File: src/hdl/rst_seq_pkg.sv
// constants and types for reset pin sequencing and mode select
package rst_seq_pkg;
    // reference clock and internal self-clock rates
    localparam int REF_CLK_HZ = 100_000_000;
    localparam int SELF_CLK_HZ = 8_000_000;
    localparam int SELF_DIV = REF_CLK_HZ / SELF_CLK_HZ;
    localparam int DIV_W = 4;
    localparam int CNT_W = 6;
    // reset pin drive and resample lengths in self-clock ticks
    localparam int DRIVE_TICKS = 34;
    localparam int SAMPLE_TICKS = 38;
    // debug bit timing in reference clock cycles
    localparam int DBG_BIT_CYC = 16;
    localparam int DBG_SAMPLE_CYC = 10;
    localparam int DBG_LOW_CYC = 13;
    localparam int DBG_CNT_W = 4;
    localparam int HTRANS_ACTIVE_BIT = 1;
    // register byte offsets
    localparam logic [7:0] CAUSE_ADDR = 8'h00;
    localparam logic [7:0] CGC1_ADDR = 8'h04;
    localparam logic [7:0] PORT_ADDR = 8'h08;
    localparam logic [7:0] STATUS_ADDR = 8'h0c;
    localparam logic [7:0] DBG_DATA_ADDR = 8'h10;
    // reset_cause_register bits
    localparam int CAUSE_W = 6;
    localparam int CAUSE_POR = 0;
    localparam int CAUSE_PIN = 1;
    localparam int CAUSE_LVD = 2;
    localparam int CAUSE_WDOG = 3;
    localparam int CAUSE_ILOP = 4;
    localparam int CAUSE_ILAD = 5;
    localparam logic [CAUSE_W-1:0] CAUSE_RESET = 6'h01;
    // clock_gen_control_one fields
    localparam int CGC_W = 4;
    localparam int CGC_RANGE = 0;
    localparam int CGC_STOP_SELF = 1;
    localparam int CGC_CRYSTAL_OUTPUT_PIN_GPIO = 2;
    localparam int CGC_CRYSTAL_OUTPUT_PIN_DATA = 3;
    localparam logic [CGC_W-1:0] CGC_RESET = 4'h0;
    // shared port bit control fields
    localparam int PORT_W = 2;
    localparam int PORT_GPIO_SEL = 0;
    localparam int PORT_DATA = 1;
    localparam logic [PORT_W-1:0] PORT_RESET = 2'h0;
    // status fields
    localparam int ST_DEBUG_PIN = 0;
    localparam int ST_BUSY = 1;
    localparam int ST_PIN_HELD = 2;
    localparam int ST_NBITS_LSB = 4;

    typedef enum logic [1:0] {SEQ_DRIVE, SEQ_WAIT, SEQ_HOLD, SEQ_RUN} seq_state_t;

    typedef struct packed {
        logic hsel;
        logic [31:0] haddr;
        logic [1:0] htrans;
        logic hwrite;
        logic [2:0] hsize;
        logic [31:0] hwdata;
        logic hready;
    } ahb_req_t;

    typedef struct packed {
        logic [31:0] hrdata;
        logic hreadyout;
        logic hresp;
    } ahb_rsp_t;

    typedef struct packed {
        logic [2:0] stage;
        logic level;
    } sync_bit_t;

    typedef struct packed {
        logic [DBG_CNT_W-1:0] cyc;
        logic busy;
        logic prev;
        logic [7:0] tx;
        logic [7:0] rx;
        logic [2:0] nbits;
        logic oe;
        logic out;
    } dbg_state_t;

    typedef struct packed {
        seq_state_t seq;
        logic [CNT_W-1:0] cnt;
        logic [DIV_W-1:0] div;
        logic tick;
        logic [CAUSE_W-1:0] cause;
        logic pin_held;
        logic debug_pin;
        logic [CGC_W-1:0] cgc;
        logic [PORT_W-1:0] port;
        logic dph_wr;
        logic [7:0] dph_addr;
        logic [31:0] rdata;
    } core_state_t;
endpackage

File: src/hdl/reset_pin_and_mode_select.sv
// reset pin sequencer, reset cause capture, mode select and debug pin
// Behaviour
// - any reset drives pin low 34 ticks
// - release, wait 38 ticks, resample pin
// - internal reset expects high resample
// - record reset cause for software
// - external low on pin forces reset
// - run from self-clock during reset
// - software selects self-clock stop recovery
// - range bit picks oscillator range
// - crystal output pin usable as port
// - mode input in reset, debug after
// - mode pin high gives normal mode
// - shared port bit is output only
// - debug bit lasts sixteen cycles
// - actively driven high speedup pulses
`timescale 1ns/1ps
`default_nettype none
module reset_pin_and_mode_select #(
    parameter int DRIVE_TICKS = rst_seq_pkg::DRIVE_TICKS,
    parameter int SAMPLE_TICKS = rst_seq_pkg::SAMPLE_TICKS,
    parameter int SELF_DIV = rst_seq_pkg::SELF_DIV
) (
    // clock and reset
    input wire logic ref_clk_in,
    input wire logic nrst_in,
    // register bus
    input wire rst_seq_pkg::ahb_req_t ahb_req_in,
    output var rst_seq_pkg::ahb_rsp_t ahb_rsp_out,
    // internal reset sources
    input wire logic lvd_reset_in,
    input wire logic watchdog_reset_in,
    input wire logic illegal_opcode_in,
    input wire logic illegal_addr_in,
    // reset pin
    input wire logic reset_pin_in,
    output logic reset_pin_out,
    output logic reset_pin_oe_out,
    // debug_mode_select_pin
    input wire logic debug_pin_in,
    output logic debug_pin_out,
    output logic debug_pin_oe_out,
    // crystal_output_pin as port
    output logic crystal_output_pin_out,
    output logic crystal_output_pin_oe_out,
    // system controls
    output logic sys_reset_n_out,
    output logic self_clock_sel_out,
    output logic stop_recover_self_out,
    output logic osc_range_high_out,
    output logic active_debug_pin_out
);
    localparam int CW = rst_seq_pkg::CNT_W;
    localparam int DW = rst_seq_pkg::DIV_W;
    localparam logic [CW-1:0] DRIVE_LAST = CW'(DRIVE_TICKS - 1);
    localparam logic [CW-1:0] SAMPLE_LAST = CW'(SAMPLE_TICKS - 1);
    localparam logic [DW-1:0] DIV_LAST = DW'(SELF_DIV - 1);
    // entry cycle counts as the first of the tick period
    localparam logic [DW-1:0] DIV_START = DW'(1);
    localparam int DRIVE_CYC = DRIVE_TICKS * SELF_DIV;
    localparam int WAIT_CYC = SAMPLE_TICKS * SELF_DIV;

    // refuse counts the counters cannot hold
    if (DRIVE_TICKS < 1 || DRIVE_TICKS > 2 ** CW) begin : g_bad_drive
        $error("DRIVE_TICKS out of range");
    end
    if (SAMPLE_TICKS < 1 || SAMPLE_TICKS > 2 ** CW) begin : g_bad_sample
        $error("SAMPLE_TICKS out of range");
    end
    if (SELF_DIV < 9 || SELF_DIV > 2 ** DW) begin : g_bad_div
        $error("SELF_DIV out of range");
    end

    rst_seq_pkg::core_state_t st;
    rst_seq_pkg::core_state_t next_st;

    logic reset_level;
    logic mode_level;
    logic [rst_seq_pkg::CAUSE_W-1:0] int_cause;
    logic addr_ok;
    logic in_map;
    logic [31:0] read_word;
    logic dbg_enable;
    logic dbg_load;
    logic dbg_out;
    logic dbg_oe;
    logic [7:0] dbg_rx;
    logic [2:0] dbg_nbits;
    logic running;

    // both pins pass the three-flop filter before use
    pin_sync3 #(
        .W(2),
        .RESET_VAL(2'h3)
    ) u_sync (
        .ref_clk_in(ref_clk_in),
        .nrst_in(nrst_in),
        .raw_in({debug_pin_in, reset_pin_in}),
        .level_out({mode_level, reset_level})
    );

    assign running = (st.seq == rst_seq_pkg::SEQ_RUN);
    assign dbg_enable = running && !st.port[rst_seq_pkg::PORT_GPIO_SEL];
    assign dbg_load = st.dph_wr && running && (st.dph_addr == rst_seq_pkg::DBG_DATA_ADDR);

    debug_bit_cell u_dbg (
        .ref_clk_in(ref_clk_in),
        .nrst_in(nrst_in),
        .enable_in(dbg_enable),
        .load_in(dbg_load),
        .load_byte_in(ahb_req_in.hwdata[7:0]),
        .pin_in(mode_level),
        .pin_out(dbg_out),
        .pin_oe_out(dbg_oe),
        .rx_byte_out(dbg_rx),
        .nbits_out(dbg_nbits)
    );

    always_comb begin
        int_cause = '0;
        if (lvd_reset_in) begin
            int_cause[rst_seq_pkg::CAUSE_LVD] = 1'b1;
        end else if (watchdog_reset_in) begin
            int_cause[rst_seq_pkg::CAUSE_WDOG] = 1'b1;
        end else if (illegal_opcode_in) begin
            int_cause[rst_seq_pkg::CAUSE_ILOP] = 1'b1;
        end else if (illegal_addr_in) begin
            int_cause[rst_seq_pkg::CAUSE_ILAD] = 1'b1;
        end
    end

    // bus address phase decode; unmapped words read zero
    assign addr_ok = ahb_req_in.hsel && ahb_req_in.hready &&
                     ahb_req_in.htrans[rst_seq_pkg::HTRANS_ACTIVE_BIT];
    assign in_map = (ahb_req_in.haddr[31:8] == 24'h000000);

    // read mux, sampled in the address phase
    always_comb begin
        read_word = 32'h00000000;
        case (ahb_req_in.haddr[7:0])
            rst_seq_pkg::CAUSE_ADDR: read_word[rst_seq_pkg::CAUSE_W-1:0] = st.cause;
            rst_seq_pkg::CGC1_ADDR: read_word[rst_seq_pkg::CGC_W-1:0] = st.cgc;
            rst_seq_pkg::PORT_ADDR: read_word[rst_seq_pkg::PORT_W-1:0] = st.port;
            rst_seq_pkg::STATUS_ADDR: begin
                read_word[rst_seq_pkg::ST_DEBUG_PIN] = st.debug_pin;
                read_word[rst_seq_pkg::ST_BUSY] = !running;
                read_word[rst_seq_pkg::ST_PIN_HELD] = st.pin_held;
                read_word[rst_seq_pkg::ST_NBITS_LSB +: 3] = dbg_nbits;
            end
            rst_seq_pkg::DBG_DATA_ADDR: read_word[7:0] = dbg_rx;
            default: read_word = 32'h00000000;
        endcase
        if (!in_map) begin
            read_word = 32'h00000000;
        end
    end

    // next state: bus, self-clock tick and reset sequence
    always_comb begin
        next_st = st;
        next_st.tick = (st.div == DIV_LAST);
        next_st.div = next_st.tick ? '0 : DW'(st.div + 1'b1);
        next_st.dph_wr = addr_ok && ahb_req_in.hwrite && in_map;
        next_st.dph_addr = ahb_req_in.haddr[7:0];
        if (addr_ok && !ahb_req_in.hwrite) begin
            next_st.rdata = read_word;
        end
        // data phase writes, ignored during reset
        if (st.dph_wr && running) begin
            case (st.dph_addr)
                rst_seq_pkg::CGC1_ADDR: next_st.cgc = ahb_req_in.hwdata[rst_seq_pkg::CGC_W-1:0];
                rst_seq_pkg::PORT_ADDR: next_st.port = ahb_req_in.hwdata[rst_seq_pkg::PORT_W-1:0];
                default: ;
            endcase
        end
        case (st.seq)
            rst_seq_pkg::SEQ_RUN: begin
                if (int_cause != '0 || !reset_level) begin
                    next_st.seq = rst_seq_pkg::SEQ_DRIVE;
                    next_st.cnt = '0;
                    next_st.div = DIV_START;
                    next_st.tick = 1'b0;
                    next_st.pin_held = 1'b0;
                    next_st.cgc = rst_seq_pkg::CGC_RESET;
                    next_st.port = rst_seq_pkg::PORT_RESET;
                    next_st.cause = '0;
                    if (int_cause != '0) begin
                        next_st.cause = int_cause;
                    end else begin
                        next_st.cause[rst_seq_pkg::CAUSE_PIN] = 1'b1;
                    end
                end
            end
            rst_seq_pkg::SEQ_DRIVE: begin
                if (st.tick) begin
                    next_st.cnt = st.cnt + 1'b1;
                    if (st.cnt == DRIVE_LAST) begin
                        next_st.seq = rst_seq_pkg::SEQ_WAIT;
                        next_st.cnt = '0;
                    end
                end
            end
            rst_seq_pkg::SEQ_WAIT: begin
                if (st.tick) begin
                    next_st.cnt = st.cnt + 1'b1;
                    if (st.cnt == SAMPLE_LAST) begin
                        next_st.cnt = '0;
                        if (reset_level) begin
                            next_st.seq = rst_seq_pkg::SEQ_RUN;
                            next_st.debug_pin = !mode_level;
                        end else begin
                            // outside party still holds reset
                            next_st.seq = rst_seq_pkg::SEQ_HOLD;
                            next_st.pin_held = 1'b1;
                            next_st.cause[rst_seq_pkg::CAUSE_PIN] = 1'b1;
                        end
                    end
                end
            end
            rst_seq_pkg::SEQ_HOLD: begin
                if (reset_level) begin
                    next_st.seq = rst_seq_pkg::SEQ_RUN;
                    next_st.debug_pin = !mode_level;
                end
            end
            default: next_st.seq = rst_seq_pkg::SEQ_DRIVE;
        endcase
    end

    // power-on starts the same drive sequence
    always_ff @(posedge ref_clk_in or negedge nrst_in) begin
        if (!nrst_in) begin
            st <= '{seq: rst_seq_pkg::SEQ_DRIVE, cnt: '0, div: DIV_START, tick: 1'b0,
                    cause: rst_seq_pkg::CAUSE_RESET, pin_held: 1'b0, debug_pin: 1'b0,
                    cgc: rst_seq_pkg::CGC_RESET, port: rst_seq_pkg::PORT_RESET,
                    dph_wr: 1'b0, dph_addr: 8'h00, rdata: 32'h00000000};
        end else begin
            st <= next_st;
        end
    end

    // bus answer: zero wait, always okay
    assign ahb_rsp_out.hrdata = st.rdata;
    assign ahb_rsp_out.hreadyout = 1'b1;
    assign ahb_rsp_out.hresp = 1'b0;

    assign reset_pin_out = 1'b0;
    assign reset_pin_oe_out = (st.seq == rst_seq_pkg::SEQ_DRIVE);

    always_comb begin
        debug_pin_out = 1'b0;
        debug_pin_oe_out = 1'b0;
        if (running && st.port[rst_seq_pkg::PORT_GPIO_SEL]) begin
            debug_pin_out = st.port[rst_seq_pkg::PORT_DATA];
            debug_pin_oe_out = 1'b1;
        end else if (dbg_enable) begin
            debug_pin_out = dbg_out;
            debug_pin_oe_out = dbg_oe;
        end
    end

    // crystal output pin as port output
    assign crystal_output_pin_oe_out = st.cgc[rst_seq_pkg::CGC_CRYSTAL_OUTPUT_PIN_GPIO];
    assign crystal_output_pin_out = st.cgc[rst_seq_pkg::CGC_CRYSTAL_OUTPUT_PIN_GPIO] &&
                                    st.cgc[rst_seq_pkg::CGC_CRYSTAL_OUTPUT_PIN_DATA];
    assign sys_reset_n_out = running;
    assign self_clock_sel_out = !running;
    assign stop_recover_self_out = st.cgc[rst_seq_pkg::CGC_STOP_SELF];
    assign osc_range_high_out = st.cgc[rst_seq_pkg::CGC_RANGE];
    assign active_debug_pin_out = st.debug_pin;

    // cycles spent in the current sequence state, for checks only
    logic [15:0] seq_age;
    always_ff @(posedge ref_clk_in or negedge nrst_in) begin
        if (!nrst_in) begin
            seq_age <= 16'h0001;
        end else if (next_st.seq != st.seq) begin
            seq_age <= 16'h0001;
        end else begin
            seq_age <= seq_age + 16'h0001;
        end
    end

    AST_DRIVE_LOW: assert property (
        @(posedge ref_clk_in) disable iff (!nrst_in)
        st.seq == rst_seq_pkg::SEQ_DRIVE |-> reset_pin_oe_out && !reset_pin_out
    ) else $error("reset pin not driven low in drive phase");

    AST_DRIVE_LEN: assert property (
        @(posedge ref_clk_in) disable iff (!nrst_in)
        $fell(st.seq == rst_seq_pkg::SEQ_DRIVE) |-> $past(seq_age) == 16'(DRIVE_CYC)
    ) else $error("reset pin low drive has wrong length");

    AST_WAIT_LEN: assert property (
        @(posedge ref_clk_in) disable iff (!nrst_in)
        $fell(st.seq == rst_seq_pkg::SEQ_WAIT) |-> $past(seq_age) == 16'(WAIT_CYC)
    ) else $error("resample wait has wrong length");

    AST_WAIT_RELEASE: assert property (
        @(posedge ref_clk_in) disable iff (!nrst_in)
        st.seq == rst_seq_pkg::SEQ_WAIT |-> !reset_pin_oe_out
    ) else $error("reset pin driven during wait");

    AST_SAMPLE_HIGH: assert property (
        @(posedge ref_clk_in) disable iff (!nrst_in)
        st.seq == rst_seq_pkg::SEQ_WAIT && st.tick && st.cnt == SAMPLE_LAST && reset_level
        |=> sys_reset_n_out && !st.pin_held
    ) else $error("high resample did not release reset");

    AST_CAUSE_PIN: assert property (
        @(posedge ref_clk_in) disable iff (!nrst_in)
        running && !reset_level && int_cause == '0
        |=> st.cause == rst_seq_pkg::CAUSE_W'(1 << rst_seq_pkg::CAUSE_PIN)
    ) else $error("pin reset cause not recorded");

    AST_PIN_REQ: assert property (
        @(posedge ref_clk_in) disable iff (!nrst_in)
        running && !reset_level |=> st.seq == rst_seq_pkg::SEQ_DRIVE ##1 reset_pin_oe_out
    ) else $error("external low did not start reset");

    AST_SELF_CLK: assert property (
        @(posedge ref_clk_in) disable iff (!nrst_in)
        !sys_reset_n_out |-> self_clock_sel_out && !stop_recover_self_out
    ) else $error("self-clock not selected in reset");

    AST_PIN_INPUT: assert property (
        @(posedge ref_clk_in) disable iff (!nrst_in)
        !sys_reset_n_out |-> !debug_pin_oe_out
    ) else $error("mode pin driven during reset");

    AST_MODE: assert property (
        @(posedge ref_clk_in) disable iff (!nrst_in)
        $rose(sys_reset_n_out) |-> active_debug_pin_out == !$past(mode_level)
    ) else $error("mode not taken from pin at release");

    AST_GPIO_OUT: assert property (
        @(posedge ref_clk_in) disable iff (!nrst_in)
        running && st.port[rst_seq_pkg::PORT_GPIO_SEL]
        |-> debug_pin_oe_out && debug_pin_out == st.port[rst_seq_pkg::PORT_DATA]
    ) else $error("shared port bit not driving");

    AST_TICK: assert property (
        @(posedge ref_clk_in) disable iff (!nrst_in)
        st.tick |=> !st.tick [*8]
    ) else $error("self-clock ticks too close");
endmodule // reset_pin_and_mode_select
`default_nettype wire

File: src/hdl/pin_sync3.sv
// three-stage pin synchroniser with agreement filter
`timescale 1ns/1ps
`default_nettype none
module pin_sync3 #(
    parameter int W = 1,
    parameter logic [W-1:0] RESET_VAL = '1
) (
    // clock and reset
    input wire logic ref_clk_in,
    input wire logic nrst_in,
    // pins and filtered levels
    input wire logic [W-1:0] raw_in,
    output logic [W-1:0] level_out
);
    generate
        for (genvar i = 0; i < W; i++) begin : g_bit
            rst_seq_pkg::sync_bit_t st;
            rst_seq_pkg::sync_bit_t next_st;
            // level follows only once stages two and three agree
            always_comb begin
                next_st = st;
                next_st.stage = {st.stage[1:0], raw_in[i]};
                if (st.stage[1] == st.stage[2]) begin
                    next_st.level = st.stage[2];
                end
            end
            // pullup idles high, so reset to the idle level
            always_ff @(posedge ref_clk_in or negedge nrst_in) begin
                if (!nrst_in) begin
                    st <= '{stage: {3{RESET_VAL[i]}}, level: RESET_VAL[i]};
                end else begin
                    st <= next_st;
                end
            end
            assign level_out[i] = st.level;
        end
    endgenerate
endmodule // pin_sync3
`default_nettype wire

File: src/hdl/debug_bit_cell.sv
// single-wire debug bit engine: one bit per host-started bit time
`timescale 1ns/1ps
`default_nettype none
module debug_bit_cell (
    // clock and reset
    input wire logic ref_clk_in,
    input wire logic nrst_in,
    // control from the register side
    input wire logic enable_in,
    input wire logic load_in,
    input wire logic [7:0] load_byte_in,
    // synchronised pin level and pin drive
    input wire logic pin_in,
    output logic pin_out,
    output logic pin_oe_out,
    // received data and bit position
    output logic [7:0] rx_byte_out,
    output logic [2:0] nbits_out
);
    localparam int CW = rst_seq_pkg::DBG_CNT_W;
    localparam logic [CW-1:0] LAST = CW'(rst_seq_pkg::DBG_BIT_CYC - 1);
    localparam logic [CW-1:0] SAMPLE = CW'(rst_seq_pkg::DBG_SAMPLE_CYC);
    localparam logic [CW-1:0] LOW_END = CW'(rst_seq_pkg::DBG_LOW_CYC);

    rst_seq_pkg::dbg_state_t st;
    rst_seq_pkg::dbg_state_t next_st;

    // bit timing, sampling and own drive
    always_comb begin
        next_st = st;
        next_st.prev = pin_in;
        if (load_in) begin
            next_st.tx = load_byte_in;
            next_st.nbits = 3'h0;
        end
        if (!enable_in) begin
            next_st.busy = 1'b0;
        end else if (st.busy) begin
            next_st.cyc = st.cyc + 1'b1;
            if (st.cyc == SAMPLE) begin
                next_st.rx = {st.rx[6:0], pin_in};
            end
            if (st.cyc == LAST) begin
                next_st.busy = 1'b0;
                next_st.tx = {st.tx[6:0], st.tx[7]};
                next_st.nbits = st.nbits + 1'b1;
            end
        end else if (st.prev && !pin_in) begin
            // host falling edge opens a bit
            next_st.busy = 1'b1;
            next_st.cyc = '0;
        end
        next_st.oe = next_st.busy && !st.tx[7] && (next_st.cyc <= LOW_END);
        next_st.out = (next_st.cyc == LOW_END);
    end

    // registered state
    always_ff @(posedge ref_clk_in or negedge nrst_in) begin
        if (!nrst_in) begin
            st <= '{cyc: '0, busy: 1'b0, prev: 1'b1, tx: 8'hff, rx: 8'h00,
                    nbits: 3'h0, oe: 1'b0, out: 1'b0};
        end else begin
            st <= next_st;
        end
    end

    assign pin_out = st.out;
    assign pin_oe_out = st.oe;
    assign rx_byte_out = st.rx;
    assign nbits_out = st.nbits;

    AST_BIT_LEN: assert property (
        @(posedge ref_clk_in) disable iff (!nrst_in || !enable_in)
        $rose(st.busy) |-> st.busy [*8] ##1 st.busy [*8] ##1 !st.busy
    ) else $error("debug bit time not sixteen cycles");

    AST_SPEEDUP: assert property (
        @(posedge ref_clk_in) disable iff (!nrst_in || !enable_in)
        (st.oe && !st.out) ##1 !(st.oe && !st.out) && st.busy |-> st.oe && st.out
    ) else $error("low drive not ended by speedup pulse");
endmodule // debug_bit_cell
`default_nettype wire

File: config.mk
export PLATFORM = sky130hd
export DESIGN_NAME = reset_pin_and_mode_select
export DESIGN_NICKNAME = d
export VERILOG_FILES = /design/src/hdl/rst_seq_pkg.sv /design/src/hdl/reset_pin_and_mode_select.sv /design/src/hdl/pin_sync3.sv /design/src/hdl/debug_bit_cell.sv
export SDC_FILE = /design/constraint.sdc
export NUM_CORES = 1
export LEC_CHECK = 0
export BUFFER_PORTS_ARGS = -buffer_cell sky130_fd_sc_hd__buf_4
export CORE_MARGIN = 2
export CORE_UTILIZATION = 53
export CTS_BUF_LIST = sky130_fd_sc_hd__clkbuf_8
export DETAILED_ROUTE_END_ITERATION = 10
export GPL_ROUTABILITY_DRIVEN = 0
export MAX_ROUTING_LAYER = met4
export PLACE_DENSITY = 0.84
export SLEW_MARGIN = 20
export SYNTH_ARGS = -nofsm -noshare
export SYNTH_HDL_FRONTEND = slang
export SYNTH_SLANG_ARGS = --single-unit
File: constraint.sdc
create_clock -name ref_clk_in -period 2.3 [get_ports ref_clk_in]
set_input_delay 0.345 -clock ref_clk_in [delete_from_list [all_inputs] [get_ports ref_clk_in]]
set_output_delay 0.345 -clock ref_clk_in [all_outputs]
set_load 0.005 [all_outputs]
==> results of run 1 <==
worst paths after layout:
check,start,endpoint,slack [ns],depth (start not counted)
max in group asynchronous,nrst_in,u_dbg.st[20],1.61,2
setup reg to reg,st[38],u_dbg.st[19],0.28,4
hold reg to reg,u_sync.g_bit[1].next_st[2],u_sync.g_bit[1].next_st[3],0.36,0
setup / recovery,st[67],debug_pin_oe_out,0.23,3
min in group ref_clk_in,debug_pin_in,u_sync.g_bit[1].next_st[2],0.11,1
hold / removal,nrst_in,st[63],0.02,1
placed cells by master (no fill, tap or decap), drive strengths merged, types with 2 or more instances in the layout:
| cell | count |
|---|---|
| dfrtp | 60 |
| o41ai | 3 |
| nand3 | 6 |
| nor3b | 2 |
| mux2i | 23 |
| and3 | 2 |
| inv | 11 |
| and2 | 7 |
| ha | 6 |
| o31ai | 7 |
| a211oi | 2 |
| nand2 | 37 |
| a31oi | 4 |
| conb | 27 |
| nor2 | 21 |
| nand4b | 3 |
| nand3b | 2 |
| clkbuf | 12 |
| o21ai | 21 |
| xnor2 | 2 |
| or4 | 5 |
| a21o | 3 |
| o22ai | 2 |
| o2bb2ai | 3 |
| and4 | 2 |
| nor2b | 2 |
| nor3 | 3 |
| dfstp | 19 |
| nand2b | 7 |
| maj3 | 2 |
| a22oi | 3 |
| nand4 | 4 |
| and3b | 3 |
| a21oi | 11 |
| buf | 75 |
| mux2 | 12 |
| nor4 | 9 |
| clkinv | 2 |
area by class of cell:
cell class	instances	area, um2	share of cell area (%)
clock buffer	12	165	3.54
clock inverter	4	43.8	0.939
inverter	10	37.5	0.805
multi-input combinational	261	1720	36.8
sequential	79	2000	42.9
tap	99	124	2.65
timing repair buffer	75	576	12.3
power groups by stage:
stage / clock [mW] / sequential [mW] / combinational, mW
3_5_place_dp: 0 / 1.46 / 0.170
5_1_grt: 1.14 / 1.44 / 0.188
4_1_cts: 1.07 / 1.43 / 0.170
3_3_place_gp: 0 / 1.46 / 0.165
2_1_floorplan: 0 / 1.45 / 0.0889
6_report: 1.05 / 1.43 / 0.168
flip-flops by register name, indices dropped and copies added, names as in the netlist:
name                       count
osc_range_high_out             1
u_dbg.pin_oe_out               1
crystal_output_pin_oe_out      1
active_debug_pin_out           1
u_dbg.rx_byte_out              8
st                            32
u_sync.g_bit.st                2
u_sync.g_bit.next_st           4
u_dbg.st                      14
u_sync.level_out               2
ahb_rsp_out                    8
u_dbg.nbits_out                3
u_dbg.pin_out                  1
stop_recover_self_out          1
routing by layer:
layer	vias to the layer above	GRT usage [%]
met3	21	2.25
met2	86	33.0
met4	0	10.1
met5	-	-
met1	1394	26.0
li1	1396	-
cell usage after synthesis, types with 3 or more instances:
cell / count / area [um2]
a21o_1: 3 / 22.5
mux2i_1: 23 / 230
or4_1: 4 / 30.0
o21ai_0: 14 / 70.1
a22oi_1: 3 / 22.5
nor4_1: 8 / 50.1
nand4_1: 4 / 25.0
and3b_1: 3 / 26.3
o21ai_1: 7 / 35.0
a31oi_1: 4 / 25.0
nand4b_1: 3 / 26.3
o31ai_1: 6 / 45.0
a21oi_1: 11 / 55.1
dfrtp_1: 60 / 1500
inv_1: 10 / 37.5
buf_4: 35 / 263
buf_2: 3 / 15.0
clkbuf_1: 6 / 22.5
mux2_2: 12 / 135
nand2b_1: 7 / 43.8
o2bb2ai_1: 3 / 26.3
nand3_1: 6 / 30.0
nor2_1: 21 / 78.8
ha_1: 6 / 75.1
o41ai_1: 3 / 26.3
dfstp_2: 19 / 499
nand2_1: 37 / 139
and2_1: 7 / 43.8
kinds of logic after synthesis:
group,after synthesis
other,2
adders and majority gates,8
muxes,35
AOI/OAI and AO/OA,68
and+or+nand+nor,121
DFF,79
buffers and inverters,57
xor gates and xnor gates,2
per-stage QoR:
| step | total power [mW] | util [%] |
|---|---|---|
| CTS | 2.67 | 64.3 |
| global route | 2.76 | 64.3 |
| finish | 2.65 | 64.3 |
| detailed placement | 1.63 | 61.4 |
| global placement | 1.62 | 61.4 |
| floorplan | 1.54 | - |
worst reg2reg max path: cells and delay by family, from the launching register on:
kind,cells,cell delay [ns]
AND/OR/NAND/NOR,2,1.24
flip-flops,1,0.36
AO/OA/AOI/OAI,1,0.17
multiplexers,1,0.18
==> flow_summary.json, run 1 <==
{
  "path_max_fanout": 14,
  "synth-simple-area-share_pct": 17.4,
  "grt_overflow": 0,
  "p_int_mw": 2.08,
  "grt_start_max_net_pins": 51,
  "critPathBufInv": 1,
  "synth-xor-area-share_pct": 0.440,
  "synth-compound-area-share_pct": 11.2,
  "first_pass_iters": 4,
  "fin_skew_ns": 0.00936,
  "postRouteAntennaNets": 0,
  "setup_violations": 0,
  "areaGrowthSynthToFinish_pct": 17.2,
  "cp.arrival_ns": 1.73,
  "power_frac_clock_pct": 39.7,
  "netlist_area_um2": 3980,
  "dp_cells": 524,
  "io_pins": 125,
  "netlist_instances": 372,
  "die_y_um": 90.7,
  "synth.distinct_cells": 60,
  "worstPathCellList": "nand2_1 > nor2_1 > buf_4",
  "synth_top_family_by_area": "simple AND/OR/NAND/NOR gates",
  "synth-seq-cells": 79,
  "maxSlewHeadroom_pct": 58.5,
  "cts_setup_buffers": 0,
  "initial_core_util_pct": 54.9,
  "grt_pass1_wl_um": 13300,
  "antenna_found_initial": 0,
  "leakagePower_nw": 2.19,
  "drive_above_1_share_pct": 29.0,
  "path_clk_slew_ns": 0.08,
  "final-max-slew-violation-count": 0,
  "num_antenna_cells": 0,
  "yosysSeqAreaShare_pct": 50.2,
  "routedWlPerCell_um": 14.7,
  "yosysWarnings": 0,
  "grt_usage_pct": 20.5,
  "cts_resized": 0,
  "cts_tree": "built",
  "power_frac_comb_pct": 6.3,
  "hold-worst-slack_ns": 0.0191,
  "finalNonFillerCells": 540,
  "final_nets": 522,
  "htreeDepth": 3,
  "finalCritPeriodShare_pct": 90.1,
  "syn_avg_cell_area_um2": 10.7,
  "p_per_area_nw_per_um2": 569,
  "first_iter_violations": 177,
  "tightest_slew_ns": 0.615,
  "power.switching_mw": 0.571,
  "grt_pass1_vias": 2837,
  "highest_layer": "met4",
  "dp_slack_ns": 0.140,
  "setup.worst_path.end_class": "output port",
  "setup_ws_ns": 0.227,
  "clockRootBuffer": "clkbuf_8",
  "num_rows": 31,
  "drc_errors": 0,
  "insertion_delay_ns": 0.34,
  "wl_met1_um": 3420,
  "clockBufferDepth": 2,
  "wl_met3_um": 334,
  "hp-class": "input port to asynchronous set/reset pin",
  "ys.flop_type": "dfrtp_1",
  "hpwl_um": 5930,
  "final_area_um2": 4670,
  "muxShareOfSynthArea_pct": 9.17,
  "outcome": "complete, no violations",
  "sequentialPowerShare_pct": 54.0,
  "ys_async_sr_fraction_pct": 100,
  "synth_edf_count": 0,
  "max_freq_mhz": 482,
  "synth_fa_ha_area_share_pct": 2.39,
  "routed_wl_um": 7960,
  "path_delay_family": "flip-flops",
  "crit_path_start_kind": "flip-flop",
  "critical_path_required_ns": 1.96,
  "place.port_buffers": 69,
  "hold_viol": 0,
  "crit_type": "flip-flop to output port",
  "crit_slowest_cell": "dfrtp_1",
  "cts_buffers": 9,
  "timing.max_cap.violations": 0,
  "max_stage_delay_ns": 0.69,
  "period_needed_ns": 2.07,
  "cts_hold_buf": 0,
  "core_area_um2": 7250,
  "finalSetupTns_ns": 0,
  "route.met2.wl_um": 3970,
  "peakVddDrop_mv": 0.481,
  "vias": 2897,
  "rsz0062_at_grt": "false",
  "nFillCells": 552,
  "routed_via_density": 5.36,
  "dieArea_um2": 8220,
  "cts_sinks": 79,
  "die_w_um": 90.7,
  "swShare_pct": 21.5,
  "dpl_cell_area_um2": 4460
}
(Power assumes the default switching activity.)
==> run 2, diff against run 1 <==
--- a/config.mk
+++ b/config.mk
@@ -13,6 +13,7 @@
 export GPL_ROUTABILITY_DRIVEN = 0
 export MAX_ROUTING_LAYER = met4
 export PLACE_DENSITY = 0.84
+export REMOVE_ABC_BUFFERS = 1
 export SLEW_MARGIN = 20
 export SYNTH_ARGS = -nofsm -noshare
 export SYNTH_HDL_FRONTEND = slang
==> run 2 against run 1 <==
Register-to-register slack improved by 0.02 ns. Clock power is 8% higher. Via count grew 0.76%. Non-clock buffer count grew 2. Final cell count increased by 0.37%. Design area increased by 0.51%. Largest cell class unchanged. Largest power group unchanged. Highest routed layer unchanged.
==> flow_summary.json, run 2 (synthesized netlist as in run 1, its figures left out) <==
{
  "dieArea_um2": 8220,
  "startpoint": "st[38]",
  "critPathBufInv": 0,
  "final_nets": 524,
  "first_iter_violations": 230,
  "areaGrowthSynthToFinish_pct": 17.8,
  "sequentialPowerShare_pct": 52.4,
  "grt_usage_pct": 22.1,
  "reg2reg_slack_ns": 0.30,
  "initial_core_util_pct": 54.9,
  "cts_tree": "built",
  "crit_top_cell": "mux2i_1",
  "path_max_fanout": 11,
  "finalSetupTns_ns": 0,
  "hp-class": "input port to flip-flop",
  "hold_viol": 0,
  "place.port_buffers": 69,
  "hold-worst-slack_ns": 0.0981,
  "final-max-slew-violation-count": 0,
  "leakagePower_nw": 2.21,
  "final_common_cell": "buf_4",
  "tightest_slew_ns": 0.537,
  "first_pass_iters": 4,
  "rsz0062_at_grt": "false",
  "vias": 2919,
  "setup_violations": 0,
  "drive_above_1_share_pct": 28.9,
  "htreeDepth": 3,
  "cts_setup_buffers": 0,
  "crit_slowest_cell": "or4_4",
  "period_needed_ns": 2.00,
  "grt_pass1_vias": 2902,
  "max_stage_delay_ns": 0.66,
  "die_w_um": 90.7,
  "cts_buffers": 9,
  "path_clk_slew_ns": 0.08,
  "layout_common_cells": "75 x buf_4, 60 x dfrtp_1, 37 x nand2_1, 27 x conb_1, 23 x mux2i_1",
  "cts_sinks": 79,
  "rr_endpoint": "u_dbg.nbits_out[2]",
  "grt_pass1_wl_um": 14200,
  "cts_resized": 0,
  "finalCritPeriodShare_pct": 86.9,
  "routed_via_density": 5.39,
  "power_frac_comb_pct": 6.3,
  "worstPathCellList": "or4b_4 > or4_4 > mux2i_1 > mux2i_1",
  "drc_errors": 0,
  "grt_start_max_net_pins": 44,
  "crit_type": "flip-flop to flip-flop",
  "insertion_delay_ns": 0.35,
  "cts_hold_buf": 1,
  "outcome": "complete, no violations",
  "num_rows": 31,
  "core_area_um2": 7250,
  "p_int_mw": 2.13,
  "path_delay_family": "simple AND/OR/NAND/NOR gates",
  "max_freq_mhz": 500,
  "power.switching_mw": 0.603,
  "antenna_found_initial": 0,
  "routed_wl_um": 8400,
  "endpoint": "u_dbg.nbits_out[2]",
  "hpwl_um": 6120,
  "rr_worst_depth": 4,
  "timing.max_cap.violations": 0,
  "critical_path_required_ns": 2.54,
  "setup.worst_path.end_class": "flip-flop",
  "io_pins": 125,
  "cp.arrival_ns": 2.24,
  "clockBufferDepth": 2,
  "nFillCells": 578,
  "power_frac_clock_pct": 41.3,
  "die_y_um": 90.7,
  "num_antenna_cells": 0,
  "fin_skew_ns": 0.00700,
  "regArea_um2": 2000,
  "peakVddDrop_mv": 0.310,
  "postRouteAntennaNets": 0,
  "critical_path_cell_count": 4,
  "reg_top3": "st: 32 flops, u_dbg.st: 14 flops",
  "crit_path_start_kind": "flip-flop",
  "multi_input_area_um2": 1720,
  "maxSlewHeadroom_pct": 64.0,
  "rr_startpoint": "st[38]",
  "p_per_area_nw_per_um2": 583,
  "routedWlPerCell_um": 15.5,
  "top_register": "st",
  "finalPower_mw": 2.73,
  "largest_reg_flops": 32,
  "grt_overflow": 0,
  "clockRootBuffer": "clkbuf_8",
  "swShare_pct": 22.1
}
-- run 2: metal layers --
layer	share of wire, %	routed length (um)	vias to the layer above	track usage [%]
met5	0	0	-	-
met4	1.1	93	0	7.44
met3	4.1	341	10	4.26
met2	52	4350	73	35.6
met1	43	3620	1436	28.3
li1	-	-	1400	-
-- run 2: worst min-delay path by stage --
stage	start	depth (start not counted)	endpoint
after CTS	debug_pin_in	1	u_sync.g_bit[1].next_st[2]
after global routing	debug_pin_in	1	u_sync.g_bit[1].next_st[2]
final	debug_pin_in	1	u_sync.g_bit[1].next_st[2]
after detailed placement	nrst_in	1	st[58]
after floorplan	nrst_in	0	active_debug_pin_out
after global placement	nrst_in	1	st[58]
-- run 2: power by group through the flow --
stage	clock, mW	combinational (mW)	sequential [mW]
3_5_place_dp	0	0.170	1.46
5_1_grt	1.22	0.191	1.44
6_report	1.13	0.172	1.43
4_1_cts	1.15	0.172	1.43
2_1_floorplan	0	0.0493	1.45
3_3_place_gp	0	0.165	1.46
-- run 2: through the flow --
step	std cells	area, um2	util, %	setup WS [ns]
finish	542	4690	64.7	0.300
floorplan	350	3760	-	0.426
CTS	542	4690	64.7	0.303
global placement	525	4460	61.5	0.219
global route	542	4690	64.7	0.232
detailed placement	525	4460	61.5	0.162
-- run 2: area by class of cell --
cell class | count | area share [%]
clock buffer | 10 | 2.93
clock inverter | 6 | 1.65
inverter | 10 | 0.800
multi-input combinational | 261 | 36.7
sequential | 79 | 42.7
tap | 99 | 2.64
timing repair buffer | 77 | 12.6
-- run 2: worst reg2reg max path, stage by stage, from the launching register on --
cell,delay (ns)
dfrtp_1,0.36
or4b_4,0.57
or4_4,0.66
mux2i_1,0.20
mux2i_1,0.09
